--- src/hdl/t1_ctrl_pkg.sv ---
// Constants for the T1 framing, alarm and data link control block.
package t1_ctrl_pkg;
  localparam logic [7:0] ADDR_FRAMING = 8'h10;
  localparam logic [7:0] ADDR_ALARM   = 8'h11;
  localparam logic [7:0] ADDR_LINK    = 8'h12;
  localparam logic [7:0] ADDR_MSG     = 8'h13;
  localparam logic [7:0] ADDR_STATUS  = 8'h20;
  localparam logic [7:0] ADDR_ERRCNT  = 8'h21;
  localparam logic [7:0] FRAMING_RST  = 8'h00;
  localparam logic [7:0] ALARM_RST    = 8'h10;
  localparam logic [7:0] LINK_RST     = 8'h00;
  localparam logic [7:0] MSG_RST      = 8'h00;
  localparam int FM_ESF     = 7;
  localparam int FM_SLC     = 6;
  localparam int FM_RS_HI   = 4;
  localparam int FM_RS_LO   = 3;
  localparam int FM_FSI     = 2;
  localparam int FM_RESYNC  = 1;
  localparam int FM_MF      = 0;
  localparam int AL_ESF_YEL = 7;
  localparam int AL_SEC_TX  = 6;
  localparam int AL_D4_YEL  = 5;
  localparam int AL_ONES_N  = 4;
  localparam int AL_LUP     = 3;
  localparam int AL_LDN     = 2;
  localparam int AL_SEC_MD  = 1;
  localparam int AL_OVR     = 0;
  localparam int LK_EXT     = 7;
  localparam int LK_BMSG    = 6;
  localparam int LK_FDL_H   = 5;
  localparam int LK_CH24_H  = 4;
  localparam int LK_ALIGN   = 3;
  localparam int LK_PASS    = 2;
  localparam int LK_JAPAN   = 1;
  localparam int LK_RATE64  = 0;
  localparam logic [4:0] SEC_FRAME  = 5'h0c;
  localparam logic [4:0] CH24_SLOT  = 5'h17;
  localparam logic [4:0] SYNC_SLOT  = 5'h1f;
  localparam logic [2:0] YEL_BIT    = 3'h1;
  localparam logic [2:0] STUFF_BIT  = 3'h7;
  localparam logic [2:0] LUP_LAST   = 3'h4;
  localparam logic [1:0] LDN_LAST   = 2'h2;
  localparam logic [3:0] YEL_HALF   = 4'h8;
  localparam logic [7:0] MSG_FLAG   = 8'hff;
endpackage : t1_ctrl_pkg

--- src/hdl/t1_ctrl.sv ---
// Framing, transmit alarm and data link control logic of a T1 framer.
`timescale 1ns/100ps
module t1_ctrl (
  input  wire logic       i_mclk,
  input  wire logic       i_rst,
  input  wire logic       i_ce,
  input  wire logic [7:0] i_addr,
  input  wire logic [7:0] i_wdata,
  input  wire logic       i_wr,
  input  wire logic       i_rd,
  output logic      [7:0] o_rdata,
  input  wire logic       i_tx_bit_en,
  input  wire logic       i_tx_fbit,
  input  wire logic [4:0] i_tx_frame,
  input  wire logic [4:0] i_tx_slot,
  input  wire logic [2:0] i_tx_bit_idx,
  input  wire logic       i_backplane_data_in,
  input  wire logic       i_ext_link_bit,
  input  wire logic       i_fdl_ctrl_bit,
  input  wire logic       i_ch24_ctrl_bit,
  output logic            o_tx_line,
  output logic            o_tx_sbit_stb,
  output logic            o_tx_sbit,
  input  wire logic       i_rx_fbit_en,
  input  wire logic [4:0] i_rx_frame,
  input  wire logic       i_rx_fbit,
  input  wire logic       i_rx_fbit_err,
  input  wire logic       i_mf_sync_ok,
  input  wire logic       i_rx_bit_en,
  input  wire logic       i_rx_line_bit,
  input  wire logic       i_rx_framed_bit,
  output logic            o_backplane_data_out,
  output logic            o_frame_resync,
  output logic            o_mf_resync,
  output logic            o_sig_freeze,
  output logic            o_crc_sbit_include,
  output logic            o_ch24_rate_64
);

  logic [7:0] framing;
  logic [7:0] alarm;
  logic [7:0] link;
  logic [7:0] msg;
  logic [7:0] errcnt;
  logic [4:0] hist;
  logic       sec_flag;
  logic       resync_d;
  logic       mf_d;
  logic [2:0] lup_cnt;
  logic [1:0] ldn_cnt;
  logic [3:0] fdl_cnt;
  logic       next_tx;
  logic [7:0] next_rdata;

  wire esf     = framing[t1_ctrl_pkg::FM_ESF];
  wire slc     = framing[t1_ctrl_pkg::FM_SLC];
  wire pass    = link[t1_ctrl_pkg::LK_PASS];
  wire ones    = !alarm[t1_ctrl_pkg::AL_ONES_N];
  wire lup     = alarm[t1_ctrl_pkg::AL_LUP];
  wire ldn     = alarm[t1_ctrl_pkg::AL_LDN];
  wire ovr     = alarm[t1_ctrl_pkg::AL_OVR];
  wire sec_md  = alarm[t1_ctrl_pkg::AL_SEC_MD];
  wire maint   = ones || lup || ldn;
  wire fdl_pos = i_tx_fbit && esf && i_tx_frame[0];
  wire fs_pos  = i_tx_fbit && !esf && !i_tx_frame[0];
  wire wr_cnt  = i_ce && i_wr && (i_addr == t1_ctrl_pkg::ADDR_ERRCNT);
  wire rd_stat = i_ce && i_rd && (i_addr == t1_ctrl_pkg::ADDR_STATUS);
  wire rx_d4   = !esf && !slc;
  wire rx_f12  = i_rx_frame == t1_ctrl_pkg::SEC_FRAME;
  wire rx_fs   = !i_rx_frame[0];
  wire fs_ok   = framing[t1_ctrl_pkg::FM_FSI] && !(rx_f12 && sec_md);
  wire counted = !rx_fs || esf || (rx_d4 && fs_ok);
  wire err_hit = i_rx_fbit_en && i_rx_fbit_err && counted;
  wire sec_hit = i_rx_fbit_en && !esf && rx_fs && rx_f12 && sec_md && i_rx_fbit;
  logic [4:0] win_mask;
  always_comb begin
    unique case (framing[t1_ctrl_pkg::FM_RS_HI:t1_ctrl_pkg::FM_RS_LO])
      2'h0:    win_mask = 5'h07;
      2'h1:    win_mask = 5'h0f;
      2'h2:    win_mask = 5'h1f;
      2'h3:    win_mask = 5'h00;
    endcase
  end
  wire auto_re = err_hit && |(hist & win_mask);
  wire force_edge = framing[t1_ctrl_pkg::FM_RESYNC] && !resync_d;
  wire mf_edge = framing[t1_ctrl_pkg::FM_MF] && !mf_d && !esf;

  // Control words keep their value until the host writes them again.
  always_ff @(posedge i_mclk or posedge i_rst) begin
    if (i_rst) begin
      framing <= t1_ctrl_pkg::FRAMING_RST;
      alarm   <= t1_ctrl_pkg::ALARM_RST;
      link    <= t1_ctrl_pkg::LINK_RST;
      msg     <= t1_ctrl_pkg::MSG_RST;
    end else if (i_ce && i_wr) begin
      unique case (i_addr)
        t1_ctrl_pkg::ADDR_FRAMING: framing <= i_wdata;
        t1_ctrl_pkg::ADDR_ALARM:   alarm   <= i_wdata;
        t1_ctrl_pkg::ADDR_LINK:    link    <= i_wdata;
        t1_ctrl_pkg::ADDR_MSG:     msg     <= i_wdata;
        default: ;
      endcase
    end
  end

  always_comb begin
    unique case (i_addr)
      t1_ctrl_pkg::ADDR_FRAMING: next_rdata = framing;
      t1_ctrl_pkg::ADDR_ALARM:   next_rdata = alarm;
      t1_ctrl_pkg::ADDR_LINK:    next_rdata = link;
      t1_ctrl_pkg::ADDR_MSG:     next_rdata = msg;
      t1_ctrl_pkg::ADDR_STATUS:  next_rdata = {7'h00, sec_flag};
      t1_ctrl_pkg::ADDR_ERRCNT:  next_rdata = errcnt;
      default:                   next_rdata = 8'h00;
    endcase
  end

  always_ff @(posedge i_mclk or posedge i_rst) begin
    if (i_rst) begin
      o_rdata <= 8'h00;
    end else if (i_ce) begin
      o_rdata <= i_rd ? next_rdata : 8'h00;
    end
  end

  // Loop code counters run on every line bit so each code repeats seamlessly; the data link counter steps only at FDL bits.
  always_ff @(posedge i_mclk or posedge i_rst) begin
    if (i_rst) begin
      lup_cnt <= 3'h0;
      ldn_cnt <= 2'h0;
      fdl_cnt <= 4'h0;
    end else if (i_ce && i_tx_bit_en) begin
      lup_cnt <= (lup_cnt == t1_ctrl_pkg::LUP_LAST) ? 3'h0 : lup_cnt + 3'h1;
      ldn_cnt <= (ldn_cnt == t1_ctrl_pkg::LDN_LAST) ? 2'h0 : ldn_cnt + 2'h1;
      if (fdl_pos) begin
        fdl_cnt <= fdl_cnt + 4'h1;
      end
    end
  end

  wire yel_bit = link[t1_ctrl_pkg::LK_JAPAN] || (fdl_cnt < t1_ctrl_pkg::YEL_HALF);
  wire [15:0] msg_word = {t1_ctrl_pkg::MSG_FLAG, msg};
  wire msg_bit = msg_word[4'hf - fdl_cnt];
  wire maint_bit = ones || (lup ? (lup_cnt == t1_ctrl_pkg::LUP_LAST)
                                : (ldn_cnt == t1_ctrl_pkg::LDN_LAST));
  wire ch24_use = link[t1_ctrl_pkg::LK_CH24_H] && (i_tx_slot == t1_ctrl_pkg::CH24_SLOT)
                  && (link[t1_ctrl_pkg::LK_RATE64] || i_tx_bit_idx != t1_ctrl_pkg::STUFF_BIT);

  always_comb begin
    next_tx = i_backplane_data_in;
    if (!pass) begin
      if (fdl_pos) begin
        if (alarm[t1_ctrl_pkg::AL_ESF_YEL]) begin
          next_tx = yel_bit;
        end else if (link[t1_ctrl_pkg::LK_EXT]) begin
          next_tx = i_ext_link_bit;
        end else if (link[t1_ctrl_pkg::LK_BMSG]) begin
          next_tx = msg_bit;
        end else if (link[t1_ctrl_pkg::LK_FDL_H]) begin
          next_tx = i_fdl_ctrl_bit;
        end
      end else if (fs_pos) begin
        if (link[t1_ctrl_pkg::LK_EXT]) begin
          next_tx = i_ext_link_bit;
        end
        if (alarm[t1_ctrl_pkg::AL_SEC_TX] && i_tx_frame == t1_ctrl_pkg::SEC_FRAME) begin
          next_tx = 1'b1;
        end
      end else if (!i_tx_fbit) begin
        if (ch24_use) begin
          next_tx = i_ch24_ctrl_bit;
        end
        if (alarm[t1_ctrl_pkg::AL_D4_YEL] && i_tx_bit_idx == t1_ctrl_pkg::YEL_BIT) begin
          next_tx = 1'b0;
        end
      end
      if (maint && !(i_tx_fbit && ovr)) begin
        next_tx = maint_bit;
      end
    end
  end

  always_ff @(posedge i_mclk or posedge i_rst) begin
    if (i_rst) begin
      o_tx_line     <= 1'b1;
      o_tx_sbit_stb <= 1'b0;
      o_tx_sbit     <= 1'b0;
    end else if (i_ce) begin
      if (i_tx_bit_en) begin
        o_tx_line <= next_tx;
      end
      o_tx_sbit_stb <= link[t1_ctrl_pkg::LK_ALIGN] && i_tx_bit_en && !i_tx_fbit
                       && i_tx_slot == t1_ctrl_pkg::SYNC_SLOT && i_tx_bit_idx == 3'h0;
      o_tx_sbit     <= i_backplane_data_in;
    end
  end

  always_ff @(posedge i_mclk or posedge i_rst) begin
    if (i_rst) begin
      o_backplane_data_out <= 1'b0;
    end else if (i_ce && i_rx_bit_en) begin
      o_backplane_data_out <= pass ? i_rx_line_bit : i_rx_framed_bit;
    end
  end

  // An error arriving with a clearing write still counts.
  always_ff @(posedge i_mclk or posedge i_rst) begin
    if (i_rst) begin
      errcnt <= 8'h00;
      hist   <= 5'h00;
    end else if (i_ce) begin
      if (err_hit) begin
        errcnt <= (wr_cnt ? 8'h00 : errcnt) + 8'h01;
      end else if (wr_cnt) begin
        errcnt <= 8'h00;
      end
      if (i_rx_fbit_en) begin
        hist <= {hist[3:0], err_hit};
      end
    end
  end

  // The detect flag is cleared by reading status; a new one wins.
  always_ff @(posedge i_mclk or posedge i_rst) begin
    if (i_rst) begin
      sec_flag <= 1'b0;
    end else if (i_ce) begin
      if (sec_hit) begin
        sec_flag <= 1'b1;
      end else if (rd_stat) begin
        sec_flag <= 1'b0;
      end
    end
  end

  // Host-forced reframes fire on the rising edge only, so the bit must return to zero first.
  always_ff @(posedge i_mclk or posedge i_rst) begin
    if (i_rst) begin
      resync_d           <= 1'b0;
      mf_d               <= 1'b0;
      o_frame_resync     <= 1'b0;
      o_mf_resync        <= 1'b0;
      o_sig_freeze       <= 1'b0;
      o_crc_sbit_include <= 1'b0;
      o_ch24_rate_64     <= 1'b0;
    end else if (i_ce) begin
      resync_d           <= framing[t1_ctrl_pkg::FM_RESYNC];
      mf_d               <= framing[t1_ctrl_pkg::FM_MF];
      o_frame_resync     <= force_edge || auto_re;
      o_mf_resync        <= mf_edge;
      if (mf_edge) begin
        o_sig_freeze <= 1'b1;
      end else if (i_mf_sync_ok) begin
        o_sig_freeze <= 1'b0;
      end
      o_crc_sbit_include <= link[t1_ctrl_pkg::LK_JAPAN];
      o_ch24_rate_64     <= link[t1_ctrl_pkg::LK_RATE64];
    end
  end

  wire tx_go = i_ce && i_tx_bit_en && !pass;
endmodule : t1_ctrl

--- config.mk ---
export PLATFORM = sky130hd
export DESIGN_NAME = t1_ctrl
export DESIGN_NICKNAME = d
export VERILOG_FILES = /design/src/hdl/t1_ctrl_pkg.sv /design/src/hdl/t1_ctrl.sv
export SDC_FILE = /design/constraint.sdc
export NUM_CORES = 1
export LEC_CHECK = 0
export BUFFER_PORTS_ARGS = -buffer_cell sky130_fd_sc_hd__buf_2
export CAP_MARGIN = 20
export CORE_MARGIN = 10
export CORE_UTILIZATION = 55
export DETAILED_ROUTE_END_ITERATION = 10
export PLACE_DENSITY = 0.88
export SLEW_MARGIN = 20
export SYNTH_ARGS = -nofsm -noshare
export SYNTH_HDL_FRONTEND = slang
export SYNTH_SLANG_ARGS = --single-unit
--- constraint.sdc ---
create_clock -name i_mclk -period 4.8 [get_ports i_mclk]
set_clock_uncertainty 0.05 [all_clocks]
set_input_delay 0.24 -clock i_mclk [delete_from_list [all_inputs] [get_ports i_mclk]]
set_output_delay 0.24 -clock i_mclk [all_outputs]
set_load 0.03 [all_outputs]
======== Word-level counts from Yosys, hierarchy flattened ========
Cells that the tools add are included.
cells by class
  $add $sub $neg .......................... 5
  $mul .................................... 0
  divide/modulo/power cells ............... 0
  $lt $le $gt $ge ......................... 2
  equality and inequality tests ........... 17
  shift operators ......................... 0
  muxes and demuxes ....................... 28
  bitwise gates (word level) .............. 1
  reductions and logical operators ........ 67
operator list
  cell                   count
  $pmux W8 S6            1
  $logic_and A1 B1 Y1    35
  $eq A8 B5 Y1 const B   4
  $mux W8                3
  $mux W1                20
  $pmux W5 S4            1
  $reduce_and A2 Y1      9
  $eq A8 B6 Y1 const B   2
  $eq A5 B4 Y1 const B   2
  $eq A5 B5 Y1 const B   2
  $logic_not A1 Y1       10
  $add A8 B1 Y8 const B  1
  $logic_or A1 B1 Y1     8
  $eq A2 B2 Y1 const B   3
  $and A5 B5 Y5          1
  $lt A4 B5 Y1 const B   1
  $reduce_or A5 Y1       1
  $add A4 B1 Y4 const B  1
  $bmux W1 S4            1
  $lt A4 B4 Y1 const B   1
  $reduce_bool A2 Y1     2
  $sub A4 B4 Y4 const A  1
  $add A3 B1 Y3 const B  1
  $eq A3 B1 Y1 const B   1
  8 further kinds        8
word-level totals
  register bits after elaboration ......... 74
  bits in latches ......................... 0
  bits in writable memories ............... 0
  memory bits (read-only) ................. 0
  logic and storage cells ................. 142
  memories kept ........................... 0

======== Logic depth before layout (Yosys ltp) ========
  depth in word-level cells ............... 10
  mapped depth ............................ 12

======== Least setup slack after synthesis ========
Ideal clock, no wire load.
  path kind ............................... input -> register
  from .................................... in i_addr[5]
  to ...................................... reg errcnt[6]
  arrival time ............................ 1.725 ns
  data required time ...................... 4.632 ns
  path slack .............................. 2.906 ns
  stages .................................. 12
  buffers on the path ..................... 2
  cell sequence ........................... nor3b_2 -> and2_1 -> buf_6 -> and4_1 -> buf_6 -> nor2b_1 -> ha_1 -> nand2_1 -> nor3_1 -> nand4_1 -> xor2_1 -> nor2_1
on the way
  longest elaborated chain between the ends .. 5
RTL lines
  element                  RTL line        text
  start, declared          t1_ctrl.sv:7    input wire logic [7:0] i_addr,
  $eq A8 B6 Y1 (*)         t1_ctrl.sv:66   wire wr_cnt = i_ce && i_wr && (i_addr == t1_ctrl_pkg::ADDR_ERRCNT);
  $logic_and A1 B1 Y1 (*)  t1_ctrl.sv:66
  $mux W8 (*)              --
  $add A8 B1 Y8            t1_ctrl.sv:213  errcnt <= (wr_cnt ? 8'h00 : errcnt) + 8'h01;
  $mux W8 (*)              t1_ctrl.sv:212  if (err_hit) begin
  end signal, assigned     t1_ctrl.sv:213
  end, declared            t1_ctrl.sv:44   logic [7:0] errcnt;
Mark *: on every way between the ends. The rest lies on a longest branch, timed or not.
A chain may end at the register's enable or synchronous reset.

======== Final worst setup path ========
  from .................................... in i_addr[1]
  to ...................................... reg errcnt[4]
The elaborated chain is that of the path after synthesis.

==> impl_metrics.yaml <==
floorplanning:
  die-area_um2: 10800
  num_rows: 30
  die_w_um: 104
  ioPinCount: 69
  initial_core_util_pct: 56.8
  core_um2: 6830
  fp.dieH_um: 104
logic_synthesis:
  synth_fp_nets: 383
  yosys_most_used_dff: "dfrtp_1"
  ys_types: 67
  yosysWarnings: 0
  async_flop_share_pct: 100
  synth_edf_count: 0
  yosysSeqAreaShare_pct: 47.8
  avgSynthCellArea_um2: 11.9
  netlist_instances: 325
  yosysMostFrequentCell: "dfrtp_1"
  synth.area.top_cells: "dfrtp_1, mux2_2, mux2_4"
  synth_top_area_share_pct: 46.4
  synthTopCellsByCount: "dfrtp_1, mux2_2, nand2_1"
  synth-seq-cells: 74
  synth_area_leader_cell: "dfrtp_1"
  synth_area_um2: 3880
sta:
  slew_headroom_pct: 57.6
  max_slew.worst_pin.slew_ps: 636
  rsz0062_at_grt: "false"
  holdWs_ps: 49.4
  post-route-min-period_ps: 2080
  fmax_mhz: 482
  fin_crit_sh_pct: 43.3
  finalSetupViolations: 0
  final.setup.tns_ps: 0
  finalHoldViolations: 0
  slew_violations: 0
global_route:
  grt_usage_pct: 18.3
  grt_antenna_before_repair: 0
  grt.overflow.total: 0
  grt_pass1_vias: 3076
  grt_max_degree: 47
  grt_pass1_wl_um: 16100
clock_network:
  cts_buffers: 9
  root_buffer: "clkbuf_8"
  clk_pin_slew_ps: 70
  clock_latency_ps: 350
  h-tree-depth: 3
  clk_path_buf_depth: 2
  cts_post_setup_buffers_inserted: 0
  cts_tree: "yes"
  clock_sinks: 74
  cts_resized: 0
placed_design:
  io_buffers: 68
  hpwl_um: 7520
  place_congestion: 0.933
  dp_cells: 476
critical_path:
  critPathMaxStageDelay_ps: 510
  cp_max_fo: 10
  crit_chain: "buf_2 -> nor3b_2 -> and2_1 -> and4_1 -> nor2b_1 -> ha_1 -> and3_1 -> nand4_1 -> xor2_1 -> nor2_1"
  crit_required_ps: 4970
  crit_path_end_kind: "register"
  cp_slowest_cell: "and4_1"
  critical_path_class: "input port to register"
  worst-r2r-cell-count: 5
  r2r_setup_slack_ps: 2940
  cp-start-kind: "input port"
  worst_ep_arrival_time_ps: 2250
  timing.rr.start: "framing[7]$_DFFE_PP0P_"
  r2r_end: "o_frame_resync$_DFFE_PP0P_"
final_layout:
  layout.cells.non_filler: 492
  areaGrowthSynthToFinish_pct: 14.5
  num_antenna_cells: 0
  nNetsFinal: 450
  final_util_pct: 65.1
  layout-drive-gt1-share_pct: 37.1
pwr:
  leakage_nw: 2.13
  powerDensity_nw_per_um2: 319
  peakVddDrop_mv: 0.171
flow_run:
  cap_violations: 0
route:
  drc: 0
  wl_per_cell_um: 20.3
  vias: 3004
  drt_iter0_markers: 253
  firstDrtPassIters: 5
  routed_wl_um: 9970
  ant_nets: 0
  via_per_inst: 6.11
run_status:
  status: "completed"
worst_hold_path:
  holdPathEnd: "o_backplane_data_out$_DFFE_PP0P_"
  hp-class: "input port to register"
  hold_depth: 2
  hp-start: "i_rx_bit_en"
==> cells by family (layout without fill, tap and decap cells) <==
logic type / after synthesis / in the layout / synth area share (%)
compound gates: 67 / 67 / 13.7
xor+xnor: 10 / 10 / 2.26
fa+ha+maj: 6 / 6 / 1.93
buf+inv: 25 / 96 / 3.80
flops: 74 / 74 / 47.8
mux: 46 / 46 / 15.0
simple gates: 97 / 97 / 15.5
==> worst max path at each step <==
stage,startpoint,to,slack (ps)
after floorplan,i_rst,alarm[0]$_DFFE_PP0P_,2630
after global placement,i_addr[1],errcnt[4]$_DFFE_PP0P_,2450
after detailed placement,i_addr[1],errcnt[4]$_DFFE_PP0P_,2380
after CTS,i_addr[1],errcnt[4]$_DFFE_PP0P_,2740
after global routing,i_addr[1],errcnt[4]$_DFFE_PP0P_,2570
final,i_addr[1],errcnt[4]$_DFFE_PP0P_,2720
==> layer usage <==
layer / track usage (%) / vias to the layer above / routed length [um]
li1: - / 1368 / -
met1: 22.6 / 1500 / 4170
met2: 30.6 / 119 / 5000
met3: 4.40 / 17 / 649
met4: 6.26 / 0 / 148
met5: 0 / - / 0
==> stage by stage <==
step / instance area (um2) / total power [mW] / setup WS (ps)
floorplan: 3880 / 0.868 / 2630
global placement: 4240 / 0.936 / 2450
detailed placement: 4240 / 0.950 / 2380
CTS: 4450 / 1.42 / 2740
global route: 4450 / 1.48 / 2570
finish: 4450 / 1.42 / 2720
==> layout by cell type (no fill, tap or decap), types with 3 or more instances in the layout <==
cell type  count
dfrtp_1       72
buf_2         68
mux2_2        33
nand2_1       27
nor2_1        16
a22o_1        11
inv_1         10
o21ai_0       10
clkbuf_8      10
o2bb2ai_1      9
mux2_4         8
nand3_1        7
nand4_1        7
ha_1           6
xor2_1         5
a21oi_1        5
xnor2_1        5
a222oi_1       5
nor2b_1        4
nor3_1         4
and2_1         4
a31oi_1        4
a22oi_1        4
nor4b_1        3
a21o_1         3
==> where the power goes <==
part / switching, mW / total [mW] / internal [mW] / leakage [nW]
sequential: 0.0506 / 0.727 / 0.677 / 0.991
combinational: 0.114 / 0.211 / 0.0972 / 1.04
clock: 0.230 / 0.480 / 0.249 / 0.0941
==> repair_timing <==
item / in CTS / in global routing
hold endpoints to repair: 28 / 0
endpoints found under the setup margin: 0 / 0
hold buffers: 1 / 0
==> worst max-delay path, delay by kind of cell <==
| family | cells | cell delay [ps] |
|---|---|---|
| xor+xnor | 1 | 150 |
| simple gates | 7 | 1470 |
| buf+inv | 1 | 140 |
| fa+ha+maj | 1 | 230 |
==> layout make-up <==
| class | instances | area, um2 |
|---|---|---|
| repair buffers | 70 | 358 |
| multi-input cells | 226 | 1880 |
| well taps | 96 | 120 |
| flip-flops and latches | 74 | 1850 |
| inverters | 11 | 41.3 |
| clock buffers | 10 | 138 |
| fillers | 546 | 2380 |
| clock inverters | 5 | 55.1 |
==> registers in the layout, indices dropped and copies added, names as in the netlist, 2 cells and up <==
register	flops
alarm	8
errcnt	8
fdl_cnt	4
framing	8
hist	5
ldn_cnt	2
link	8
lup_cnt	3
msg	8
o_rdata	8
No activity file was read; power rests on OpenSTA's default activity.
